<file path="config.mk">
export PLATFORM = sky130hd
export DESIGN_NAME = drive_fault_supervisor
export DESIGN_NICKNAME = d
export VERILOG_FILES = /design/src/logic/fault_sup_pkg.sv /design/src/logic/ms_tick_gen.sv /design/src/logic/drive_fault_supervisor.sv
export SDC_FILE = /design/constraint.sdc
export NUM_CORES = 1
export LEC_CHECK = 0
export ABC_CLOCK_PERIOD_IN_PS = 4900
export BUFFER_PORTS_ARGS = -buffer_cell sky130_fd_sc_hd__buf_2
export CORE_MARGIN = 5
export CORE_UTILIZATION = 45
export CTS_CLUSTER_DIAMETER = 60
export DETAILED_ROUTE_END_ITERATION = 6
export GPL_TIMING_DRIVEN = 0
export HOLD_SLACK_MARGIN = 0.15
export PLACE_DENSITY_LB_ADDON = 0.08
export SYNTH_ARGS = -nofsm -noshare
export SYNTH_HDL_FRONTEND = slang
export SYNTH_SLANG_ARGS = --single-unit
</file>
<file path="constraint.sdc">
create_clock -name MCLK -period 4.9 [get_ports MCLK]
set_clock_uncertainty 0.1 [all_clocks]
set_input_delay 1.225 -clock MCLK [delete_from_list [all_inputs] [get_ports MCLK]]
set_output_delay 1.225 -clock MCLK [all_outputs]
set_load 0.02 [all_outputs]
</file>
<file path="src/logic/fault_sup_pkg.sv">
// constants, register map and carrier types of the drive fault supervisor
// Notes on behaviour
// - any fault stops the drive; each fault is type 1 or type 2
// - type 1 fault with tries above 0 loads the restart delay countdown
// - countdown at zero: if cause is gone, clear fault and issue start
// - type 2 fault never auto-clears; clears only once its cause is gone
// - active fault flashes the fault number and the fault indicator
// - escape acknowledges and blanks the display; fault stays latched
// - latest fault code stays readable after acknowledgement
// - stop key clears a resettable fault when stop mode is 0 to 3
// - writing 1 or 2 to fault clear clears the fault; so does power cycle
// - digital input selected as option 10 clears the fault when cycled
// - tries nonzero, delay 0: undervolt, overvolt, heatsink clear quietly
// - open auxiliary interlock raises fault 2, type 1
// - older firmware: start undervolt, ripple or phase loss give fault 3
// - bus undervoltage raises fault 4, overvoltage fault 5, both type 1
// - stall raises type 1 fault 6, overload trip type 1 fault 7
// - heatsink overtemperature raises type 1 fault 8
// - hardware overcurrent raises type 2 fault 12, ground fault code 13
// - all restart attempts failed raises type 2 fault 33
package fault_sup_pkg;
    localparam int CLK_PERIOD_NS   = 4;
    localparam int TICK_NS         = 1000000;
    localparam int TICK_CYCLES     = (TICK_NS + CLK_PERIOD_NS - 1)
                                     / CLK_PERIOD_NS;
    localparam int START_WINDOW_MS = 200;
    localparam int FLASH_HALF_MS   = 500;

    localparam int ADDR_W = 8;
    localparam logic [7:0] OFF_CONFIG  = 8'h00;
    localparam logic [7:0] OFF_DELAY   = 8'h04;
    localparam logic [7:0] OFF_DIN_SEL = 8'h08;
    localparam logic [7:0] OFF_CLEAR   = 8'h0c;
    localparam logic [7:0] OFF_STATUS  = 8'h10;
    localparam logic [7:0] OFF_LATEST  = 8'h14;
    localparam logic [7:0] OFF_INT_ST  = 8'h18;
    localparam logic [7:0] OFF_INT_MSK = 8'h1c;

    localparam logic [7:0] CLR_CMD_A     = 8'h01;
    localparam logic [7:0] CLR_CMD_B     = 8'h02;
    localparam logic [7:0] DIN_CLEAR_OPT = 8'h0a;
    localparam logic [3:0] STOP_MODE_MAX = 4'h3;

    localparam logic [7:0] CODE_AUX   = 8'h02;
    localparam logic [7:0] CODE_PLOSS = 8'h03;
    localparam logic [7:0] CODE_UV    = 8'h04;
    localparam logic [7:0] CODE_OV    = 8'h05;
    localparam logic [7:0] CODE_STALL = 8'h06;
    localparam logic [7:0] CODE_OL    = 8'h07;
    localparam logic [7:0] CODE_HS    = 8'h08;
    localparam logic [7:0] CODE_HWOC  = 8'h0c;
    localparam logic [7:0] CODE_GND   = 8'h0d;
    localparam logic [7:0] CODE_TRIES = 8'h21;

    // source order is priority order, lowest index wins
    localparam int NSRC = 9;
    localparam logic [7:0] SRC_CODE [NSRC] = '{CODE_HWOC, CODE_GND,
        CODE_PLOSS, CODE_AUX, CODE_UV, CODE_OV, CODE_STALL, CODE_OL, CODE_HS};
    localparam logic [NSRC-1:0] SRC_TYPE2 = 9'h007;

    localparam int NEV        = 4;
    localparam int EV_TRIP    = 0;
    localparam int EV_CLEAR   = 1;
    localparam int EV_RESTART = 2;
    localparam int EV_EXHAUST = 3;

    typedef struct packed {
        logic [7:0] tries;
        logic [3:0] stop_mode;
        logic       older_fw;
    } cfg_t;
    localparam cfg_t CFG_RESET = '0;

    typedef struct packed {
        logic [7:0] tries_left;
        logic       acked;
        logic       type2;
        logic       active;
    } status_t;

    typedef enum logic [2:0] {
        S_IDLE = 3'b001,
        S_HELD = 3'b010,
        S_WAIT = 3'b100
    } state_t;
endpackage : fault_sup_pkg

</file>
<file path="src/logic/ms_tick_gen.sv">
// millisecond timebase pulse generator
`timescale 1ns/1ns
`default_nettype none
module ms_tick_gen #(
    parameter int TICK_CYCLES = fault_sup_pkg::TICK_CYCLES
) (
    input  wire logic clk,
    input  wire logic rst_n,
    output logic      tick
);
    logic [31:0] cnt;

    always_ff @(posedge clk or negedge rst_n) begin
        if (!rst_n) begin
            cnt  <= 32'h0;
            tick <= 1'b0;
        end else if (cnt == 32'(TICK_CYCLES - 1)) begin
            cnt  <= 32'h0;
            tick <= 1'b1;
        end else begin
            cnt  <= cnt + 32'h1;
            tick <= 1'b0;
        end
    end
endmodule : ms_tick_gen
`default_nettype wire

</file>
<file path="src/logic/drive_fault_supervisor.sv">
// fault latch, clear paths, auto restart and apb registers of the drive
//
// Added by the designer: the placing of the registers and the APB register port.
`timescale 1ns/1ns
`default_nettype none
module drive_fault_supervisor #(
    parameter int TICK_CYCLES = fault_sup_pkg::TICK_CYCLES
) (
    input  wire logic        MCLK,
    input  wire logic        RESET_N,
    input  wire logic        PSEL,
    input  wire logic        PENABLE,
    input  wire logic        PWRITE,
    input  wire logic [7:0]  PADDR,
    input  wire logic [31:0] PWDATA,
    output logic      [31:0] PRDATA,
    output logic             PREADY,
    output logic             PSLVERR,
    input  wire logic        AUX_INTERLOCK_OPEN,
    input  wire logic        BUS_UNDERVOLT,
    input  wire logic        BUS_OVERVOLT,
    input  wire logic        BUS_RIPPLE,
    input  wire logic        PHASE_LOSS,
    input  wire logic        MOTOR_STALL,
    input  wire logic        MOTOR_OVERLOAD,
    input  wire logic        HEATSINK_OVERTEMP,
    input  wire logic        HW_OVERCURRENT,
    input  wire logic        GROUND_FAULT,
    input  wire logic        START_CMD,
    input  wire logic        KEY_ESC,
    input  wire logic        KEY_STOP,
    input  wire logic [3:0]  DIGITAL_IN,
    output logic             DRIVE_STOP,
    output logic             AUTO_START,
    output logic [7:0]       DISP_CODE,
    output logic             DISP_FLASH,
    output logic             FAULT_LED,
    output logic             IRQ
);
    localparam int NSRC = fault_sup_pkg::NSRC;

    fault_sup_pkg::cfg_t   cfg;
    fault_sup_pkg::state_t state;
    fault_sup_pkg::state_t next_state;
    fault_sup_pkg::status_t status;
    logic [15:0]     auto_restart_delay;
    logic [31:0]     digital_input_function_selectors;
    logic [15:0]     timer;
    logic [7:0]      tries_left;
    logic [7:0]      code;
    logic [7:0]      latest_fault_code;
    logic            type2;
    logic            acked;
    logic [7:0]      win_cnt;
    logic [9:0]      flash_cnt;
    logic            flash_phase;
    logic [3:0]      din_prev;
    logic [3:0]      din_hit;
    logic [NSRC-1:0] cond;
    logic [NSRC-1:0] match;
    logic [7:0]      pick_code;
    logic            pick_type2;
    logic            cond_now;
    logic            power_loss;
    logic            tick;
    logic            wr;
    logic            fault_clear_command;
    logic            manual;
    logic            quiet_code;
    logic            quiet_clear;
    logic            attempt;
    logic            do_latch;
    logic            do_clear;
    logic            do_restart;
    logic            do_exhaust;
    logic [fault_sup_pkg::NEV-1:0] int_status;
    logic [fault_sup_pkg::NEV-1:0] int_mask;
    logic [fault_sup_pkg::NEV-1:0] events;

    ms_tick_gen #(.TICK_CYCLES(TICK_CYCLES)) u_tick (
        .clk   (MCLK),
        .rst_n (RESET_N),
        .tick  (tick)
    );

    // fault sources; older firmware folds supply losses into one code
    assign power_loss = cfg.older_fw & ((BUS_UNDERVOLT & (win_cnt != 8'h0))
                        | BUS_RIPPLE | PHASE_LOSS);
    assign cond = {HEATSINK_OVERTEMP, MOTOR_OVERLOAD, MOTOR_STALL,
                   BUS_OVERVOLT, BUS_UNDERVOLT, AUX_INTERLOCK_OPEN,
                   power_loss, GROUND_FAULT, HW_OVERCURRENT};

    genvar gi;
    generate
        for (gi = 0; gi < NSRC; gi++) begin : g_src
            assign match[gi] = cond[gi]
                & (fault_sup_pkg::SRC_CODE[gi] == code);
        end
        for (gi = 0; gi < 4; gi++) begin : g_din
            assign din_hit[gi] = din_prev[gi] & ~DIGITAL_IN[gi]
                & (digital_input_function_selectors[gi*8 +: 8]
                   == fault_sup_pkg::DIN_CLEAR_OPT);
        end
    endgenerate

    always_comb begin
        pick_code  = 8'h0;
        pick_type2 = 1'b0;
        for (int i = NSRC - 1; i >= 0; i--) begin
            if (cond[i]) begin
                pick_code  = fault_sup_pkg::SRC_CODE[i];
                pick_type2 = fault_sup_pkg::SRC_TYPE2[i];
            end
        end
    end

    assign cond_now   = |match;
    assign wr         = PSEL & PENABLE & PREADY & PWRITE;
    assign fault_clear_command = wr & (PADDR == fault_sup_pkg::OFF_CLEAR)
        & ((PWDATA[7:0] == fault_sup_pkg::CLR_CMD_A)
           | (PWDATA[7:0] == fault_sup_pkg::CLR_CMD_B));
    assign manual = (KEY_STOP & ~type2
                     & (cfg.stop_mode <= fault_sup_pkg::STOP_MODE_MAX))
                    | fault_clear_command | (|din_hit);
    assign quiet_code = (code == fault_sup_pkg::CODE_UV)
                        | (code == fault_sup_pkg::CODE_OV)
                        | (code == fault_sup_pkg::CODE_HS);
    assign quiet_clear = (state == fault_sup_pkg::S_HELD) & ~type2
        & (cfg.tries != 8'h0) & (auto_restart_delay == 16'h0)
        & quiet_code & ~cond_now;
    assign attempt    = (state == fault_sup_pkg::S_WAIT) & (timer == 16'h0);
    assign do_latch   = (state == fault_sup_pkg::S_IDLE) & (|cond);
    assign do_restart = attempt & ~cond_now;
    // a manual clear in the same cycle wins over running out of tries
    assign do_exhaust = attempt & cond_now & (tries_left <= 8'h1)
                        & ~manual;
    assign do_clear   = (state != fault_sup_pkg::S_IDLE)
        & ((manual & (~type2 | ~cond_now)) | do_restart | quiet_clear);
    assign events = {do_exhaust, do_restart, do_clear, do_latch};

    always_comb begin
        next_state = state;
        case (state)
            fault_sup_pkg::S_IDLE: begin
                if (do_latch) begin
                    if (!pick_type2 && tries_left != 8'h0
                        && auto_restart_delay != 16'h0) begin
                        next_state = fault_sup_pkg::S_WAIT;
                    end else begin
                        next_state = fault_sup_pkg::S_HELD;
                    end
                end
            end
            fault_sup_pkg::S_HELD: begin
                if (do_clear) begin
                    next_state = fault_sup_pkg::S_IDLE;
                end
            end
            fault_sup_pkg::S_WAIT: begin
                if (do_clear) begin
                    next_state = fault_sup_pkg::S_IDLE;
                end else if (do_exhaust) begin
                    next_state = fault_sup_pkg::S_HELD;
                end
            end
            default: next_state = fault_sup_pkg::S_IDLE;
        endcase
    end

    always_ff @(posedge MCLK or negedge RESET_N) begin
        if (!RESET_N) begin
            state <= fault_sup_pkg::S_IDLE;
        end else begin
            state <= next_state;
        end
    end

    // fault record; power cycling clears it through reset
    always_ff @(posedge MCLK or negedge RESET_N) begin
        if (!RESET_N) begin
            code  <= 8'h0;
            type2 <= 1'b0;
        end else if (do_exhaust) begin
            code  <= fault_sup_pkg::CODE_TRIES;
            type2 <= 1'b1;
        end else if (do_latch) begin
            code  <= pick_code;
            type2 <= pick_type2;
        end
    end

    always_ff @(posedge MCLK or negedge RESET_N) begin
        if (!RESET_N) begin
            latest_fault_code <= 8'h0;
        end else if (do_exhaust) begin
            latest_fault_code <= fault_sup_pkg::CODE_TRIES;
        end else if (do_latch) begin
            latest_fault_code <= pick_code;
        end
    end

    always_ff @(posedge MCLK or negedge RESET_N) begin
        if (!RESET_N) begin
            acked <= 1'b0;
        end else if (do_latch || do_exhaust) begin
            acked <= 1'b0;
        end else if (KEY_ESC && state != fault_sup_pkg::S_IDLE) begin
            acked <= 1'b1;
        end
    end

    always_ff @(posedge MCLK or negedge RESET_N) begin
        if (!RESET_N) begin
            timer <= 16'h0;
        end else if (do_latch) begin
            timer <= auto_restart_delay;
        end else if (attempt && cond_now) begin
            timer <= auto_restart_delay;
        end else if (tick && timer != 16'h0) begin
            timer <= timer - 16'h1;
        end
    end

    always_ff @(posedge MCLK or negedge RESET_N) begin
        if (!RESET_N) begin
            tries_left <= 8'h0;
        end else if ((wr && PADDR == fault_sup_pkg::OFF_CONFIG)) begin
            tries_left <= PWDATA[12:5];
        end else if (do_clear && !do_restart && !quiet_clear) begin
            tries_left <= cfg.tries;
        end else if (attempt && tries_left != 8'h0) begin
            tries_left <= tries_left - 8'h1;
        end
    end

    always_ff @(posedge MCLK or negedge RESET_N) begin
        if (!RESET_N) begin
            win_cnt <= 8'h0;
        end else if (START_CMD) begin
            win_cnt <= 8'(fault_sup_pkg::START_WINDOW_MS);
        end else if (tick && win_cnt != 8'h0) begin
            win_cnt <= win_cnt - 8'h1;
        end
    end

    always_ff @(posedge MCLK or negedge RESET_N) begin
        if (!RESET_N) begin
            flash_cnt   <= 10'h0;
            flash_phase <= 1'b0;
        end else if (tick) begin
            if (flash_cnt == 10'(fault_sup_pkg::FLASH_HALF_MS - 1)) begin
                flash_cnt   <= 10'h0;
                flash_phase <= ~flash_phase;
            end else begin
                flash_cnt <= flash_cnt + 10'h1;
            end
        end
    end

    always_ff @(posedge MCLK or negedge RESET_N) begin
        if (!RESET_N) begin
            din_prev <= 4'h0;
        end else begin
            din_prev <= DIGITAL_IN;
        end
    end

    always_ff @(posedge MCLK or negedge RESET_N) begin
        if (!RESET_N) begin
            DRIVE_STOP <= 1'b0;
            AUTO_START <= 1'b0;
            DISP_CODE  <= 8'h0;
            DISP_FLASH <= 1'b0;
            FAULT_LED  <= 1'b0;
        end else begin
            DRIVE_STOP <= next_state != fault_sup_pkg::S_IDLE;
            AUTO_START <= do_restart;
            DISP_CODE  <= code;
            DISP_FLASH <= (state != fault_sup_pkg::S_IDLE) & ~acked
                          & flash_phase;
            FAULT_LED  <= (state != fault_sup_pkg::S_IDLE) & ~acked
                          & flash_phase;
        end
    end

    // configuration registers
    always_ff @(posedge MCLK or negedge RESET_N) begin
        if (!RESET_N) begin
            cfg                <= fault_sup_pkg::CFG_RESET;
            auto_restart_delay <= 16'h0;
            digital_input_function_selectors <= 32'h0;
            int_mask           <= '0;
        end else if (wr) begin
            if (PADDR == fault_sup_pkg::OFF_CONFIG) begin
                cfg <= PWDATA[12:0];
            end else if (PADDR == fault_sup_pkg::OFF_DELAY) begin
                auto_restart_delay <= PWDATA[15:0];
            end else if (PADDR == fault_sup_pkg::OFF_DIN_SEL) begin
                digital_input_function_selectors <= PWDATA;
            end else if (PADDR == fault_sup_pkg::OFF_INT_MSK) begin
                int_mask <= PWDATA[fault_sup_pkg::NEV-1:0];
            end
        end
    end

    // sticky events, write one to clear, a new event wins
    always_ff @(posedge MCLK or negedge RESET_N) begin
        if (!RESET_N) begin
            int_status <= '0;
        end else if (wr && PADDR == fault_sup_pkg::OFF_INT_ST) begin
            int_status <= (int_status & ~PWDATA[fault_sup_pkg::NEV-1:0])
                          | events;
        end else begin
            int_status <= int_status | events;
        end
    end

    always_ff @(posedge MCLK or negedge RESET_N) begin
        if (!RESET_N) begin
            IRQ <= 1'b0;
        end else begin
            IRQ <= |(int_status & int_mask);
        end
    end

    assign status = {tries_left, acked, type2,
                     state != fault_sup_pkg::S_IDLE};

    // one wait-free access phase: answer registered during setup
    always_ff @(posedge MCLK or negedge RESET_N) begin
        if (!RESET_N) begin
            PREADY  <= 1'b0;
            PSLVERR <= 1'b0;
            PRDATA  <= 32'h0;
        end else begin
            PREADY  <= PSEL & ~PENABLE;
            PSLVERR <= 1'b0;
            PRDATA  <= 32'h0;
            if (PSEL && !PENABLE) begin
                if (PADDR == fault_sup_pkg::OFF_CONFIG) begin
                    PRDATA <= 32'(cfg);
                end else if (PADDR == fault_sup_pkg::OFF_DELAY) begin
                    PRDATA <= 32'(auto_restart_delay);
                end else if (PADDR == fault_sup_pkg::OFF_DIN_SEL) begin
                    PRDATA <= digital_input_function_selectors;
                end else if (PADDR == fault_sup_pkg::OFF_CLEAR) begin
                    PRDATA <= 32'h0;
                end else if (PADDR == fault_sup_pkg::OFF_STATUS) begin
                    PRDATA <= 32'(status);
                end else if (PADDR == fault_sup_pkg::OFF_LATEST) begin
                    PRDATA <= 32'(latest_fault_code);
                end else if (PADDR == fault_sup_pkg::OFF_INT_ST) begin
                    PRDATA <= 32'(int_status);
                end else if (PADDR == fault_sup_pkg::OFF_INT_MSK) begin
                    PRDATA <= 32'(int_mask);
                end else begin
                    PSLVERR <= 1'b1;
                end
            end
        end
    end
endmodule : drive_fault_supervisor
`default_nettype wire

</file>
==> metrics.md <==
| Metric | Value |
|---|---|
| Status | `finished, final reports clean` |
| CTS tree | `done` |
| CP max FO | `10` |
| Die ar. | `0.02375 mm^2` |
| Gates resized, CTS repair | `0` |
| Endpoints failing hold | `0` |
| Tot GR Track Use | `0.1889` |
| Post-synth top area share | `0.5381` |
| Synth top cells by count | `dfrtp_1 (201), nand2_1 (91), nor2_1 (79), mux2_2 (54), xnor2_1 (45)` |
| Clock Latency Late Sink | `0.50 ns` |
| Post-Place Cells | `1,225` |
| Chip width | `154.1 um` |
| WS Path Type | `in2reg` |
| Final Cell Area | `0.01099 mm^2` |
| Power per cell area | `396.5 mW/mm^2` |
| Detailed Route WL | `22.66 mm` |
| Worst vdd rail ir drop | `0.1889 mV` |
| Worst-Margin Slew | `1.164 ns` |
| Critical Path AT | `3.61 ns` |
| EDFF count, synth | `0` |
| Setup TNS | `0 ns` |
| First-pass GRT wire length | `36.78 mm` |
| Ys async rst share | `1.000` |
| Drt drc | `0` |
| Starting density of the core | `0.4590` |
| Routed Antenna Nets | `0` |
| Overflow after GRT | `0` |
| Post-CTS setup buffer count | `0` |
| Synthesized area per cell | `11.02 um^2` |
| Vias | `6,844` |
| Layout cells sized above 1 | `0.2269` |
| H-tree levels | `1` |
| Setup slack after layout | `1.556 ns` |
| Achievable clock frequency | `299.1 MHz` |
| Drt wl/cell | `17.90 um` |
| DP Wirelength | `16.50 mm` |
| Hold buffers post-CTS | `0` |
| Worst-path clk slew | `0.06 ns` |
| TritonCTS buffer count | `23` |
| Max-slew headroom | `0.2170` |
| Port bufs | `104` |
| Mapped Area | `0.009348 mm^2` |
| # rows | `52` |
| Seq/Total Area, Yosys | `0.5409` |
| Post-place setup slack | `1.105 ns` |
| Cell count after synthesis | `848` |
| Max Cap Viol | `0` |
| Min-Delay Path Class | `reg2reg` |
| Final setup vio count | `0` |
| Synth warnings | `0` |
| Clock root buffer | `clkbuf_16` |
| Layout area overhead | `17.53%` |
| Vias/cell | `5.406` |
| Largest net degree at the start of global routing | `105` |
| Tmin final | `3.344 ns` |
| Slew Viols, Final | `0` |
| Initial detailed-routing violation count | `388` |
| Final net count | `1,048` |
| Worst Setup Start Kind | `input port` |
| Synth cell types | `73` |
| Clk sinks | `202` |
| Final cell count without fillers | `1,266` |
| Unrepaired setup endpoints after global routing | `no` |
| Ranking of synthesized cells by area | `dfrtp_1 (54%), mux2_2 (6.5%), xnor2_1 (4.2%), nand2_1 (3.7%), nor2_1 (3.2%)` |
| Crit end category | `register` |
| Core box area | `0.02036 mm^2` |
| Initial antenna violation count | `0` |
| Top-count cell post-synth | `dfrtp_1` |
| Detailed-router iteration count before antenna repair | `7` |
| Vias in the first global route | `6,755` |
| Placement Cell Area | `0.01025 mm^2` |
| Fillers | `1,821` |
| R2R Setup Slk | `1.95 ns` |
| Final Wtd Congestion | `0.8618` |
| CTS Buffer Depth | `3` |
| Yosys reg bits | `202` |
| Die Height | `154.1 um` |
| Yosys top cell by area | `dfrtp_1` |
| Leakage power | `5.162 nW` |
| Final worst path period share | `0.6824` |
| Top_reg_cell synth | `dfrtp_1` |
| CP required | `5.17 ns` |
| Min Hold Slack | `0.2673 ns` |
| Antenna Cells | `0` |
| Io pins | `109` |
-- cell usage in the layout, fill, tap and decap left out, types with 6 or more instances in the layout --
cell       synthesis  final
a21oi_1           30     30
a22oi_1           12     12
and2_1            18     18
and3_1             9      9
buf_2              7    110
buf_4              8      8
clkbuf_1          13     21
clkbuf_16          0     23
clkbuf_8           0      6
dfrtp_1          201    201
ha_1               6      6
inv_1             16     16
mux2_2            54     54
mux2i_1           13     13
nand2_1           91     91
nand3_1           25     25
nand4_1           17     17
nand4b_1           6      6
nor2_1            79     79
nor2b_1            9      9
nor3_1            17     17
nor3b_1            6      6
nor4_1            25     25
o211ai_1           7      7
o21ai_0           17     17
xnor2_1           45     45
xor2_1            21     21
-- registers in the layout, indices dropped and copies added, names as in the netlist, 8 cells and up --
| register | flops |
|---|---|
| PRDATA | 32 |
| auto_restart_delay | 16 |
| cfg | 13 |
| digital_input_function_selectors | 32 |
| flash_cnt | 10 |
| timer | 16 |
| tries_left | 8 |
| u_tick.cnt | 32 |
| win_cnt | 8 |
-- power by group --
| part | internal (mW) | total [mW] | switching [mW] |
|---|---|---|---|
| Combinational | 0.314 | 0.761 | 0.448 |
| Sequential | 1.80 | 1.93 | 0.130 |
| Clock | 1.01 | 1.67 | 0.659 |
| Total | 3.12 | 4.36 | 1.24 |
-- worst max-delay path: stages --
cell and delay (ns):
buf_2 0.09, or4_1 0.58, nor3_2 0.34, nor3b_2 0.51, and2_0 0.35, buf_2 0.31
nand2_1 0.11, o311ai_0 0.10
-- stage by stage --
stage          power, mW  utilization
2_1_floorplan      2.455            -
3_3_place_gp       2.710       0.5015
3_5_place_dp       2.726       0.5034
4_1_cts            4.408       0.5395
5_1_grt            4.574       0.5395
6_report           4.356       0.5395
-- worst paths after layout --
check,start,endpoint,cells past startpoint
max,PADDR[0],tries_left[3]$_DFFE_PN0P_,8
min,latest_fault_code[2]$_DFFE_PN0N_,DISP_CODE[2]$_DFF_PN0_,0
max reg2reg,win_cnt[0]$_DFFE_PN0P_,tries_left[3]$_DFFE_PN0P_,10
min reg2reg,latest_fault_code[2]$_DFFE_PN0N_,DISP_CODE[2]$_DFF_PN0_,0
max in group asynchronous,RESET_N,PRDATA[16]$_DFF_PN0_,2
min in group asynchronous,RESET_N,u_tick.cnt[30]$_DFF_PN0_,1
-- final cells by class --
class                           count  area [um^2]  share of cell area
Sequential cell                   202         5056              0.4602
Multi-Input combinational cell    600         4073              0.3707
Clock buffer                       37        688.2             0.06264
Timing Repair Buffer              105        558.0             0.05079
Tap cell                          270        337.8             0.03075
Buffer                             32        166.4             0.01515
Inverter                           16        60.06            0.005466
Clock inverter                      4        47.55            0.004328
-- logic make-up after synthesis --
logic type                 synth area share
buffers and inverters               0.02423
and+or+nand+nor                      0.1906
DFF                                  0.5409
xor gates and xnor gates            0.06184
other                             0.0004012
AOI/OAI and AO/OA                   0.08379
muxes                               0.09021
adders and majority gates          0.008031
-- routing by layer --
metal	vias up	GRT usage	routed length [um]	share of wire
li1	3301	-	-	-
met1	3349	0.2889	11050	0.49
met2	164	0.2847	10140	0.45
met3	30	0.02782	1083	0.048
met4	0	0.04331	379	0.017
met5	-	0	0	0
Power figures use the tool's default switching activity.
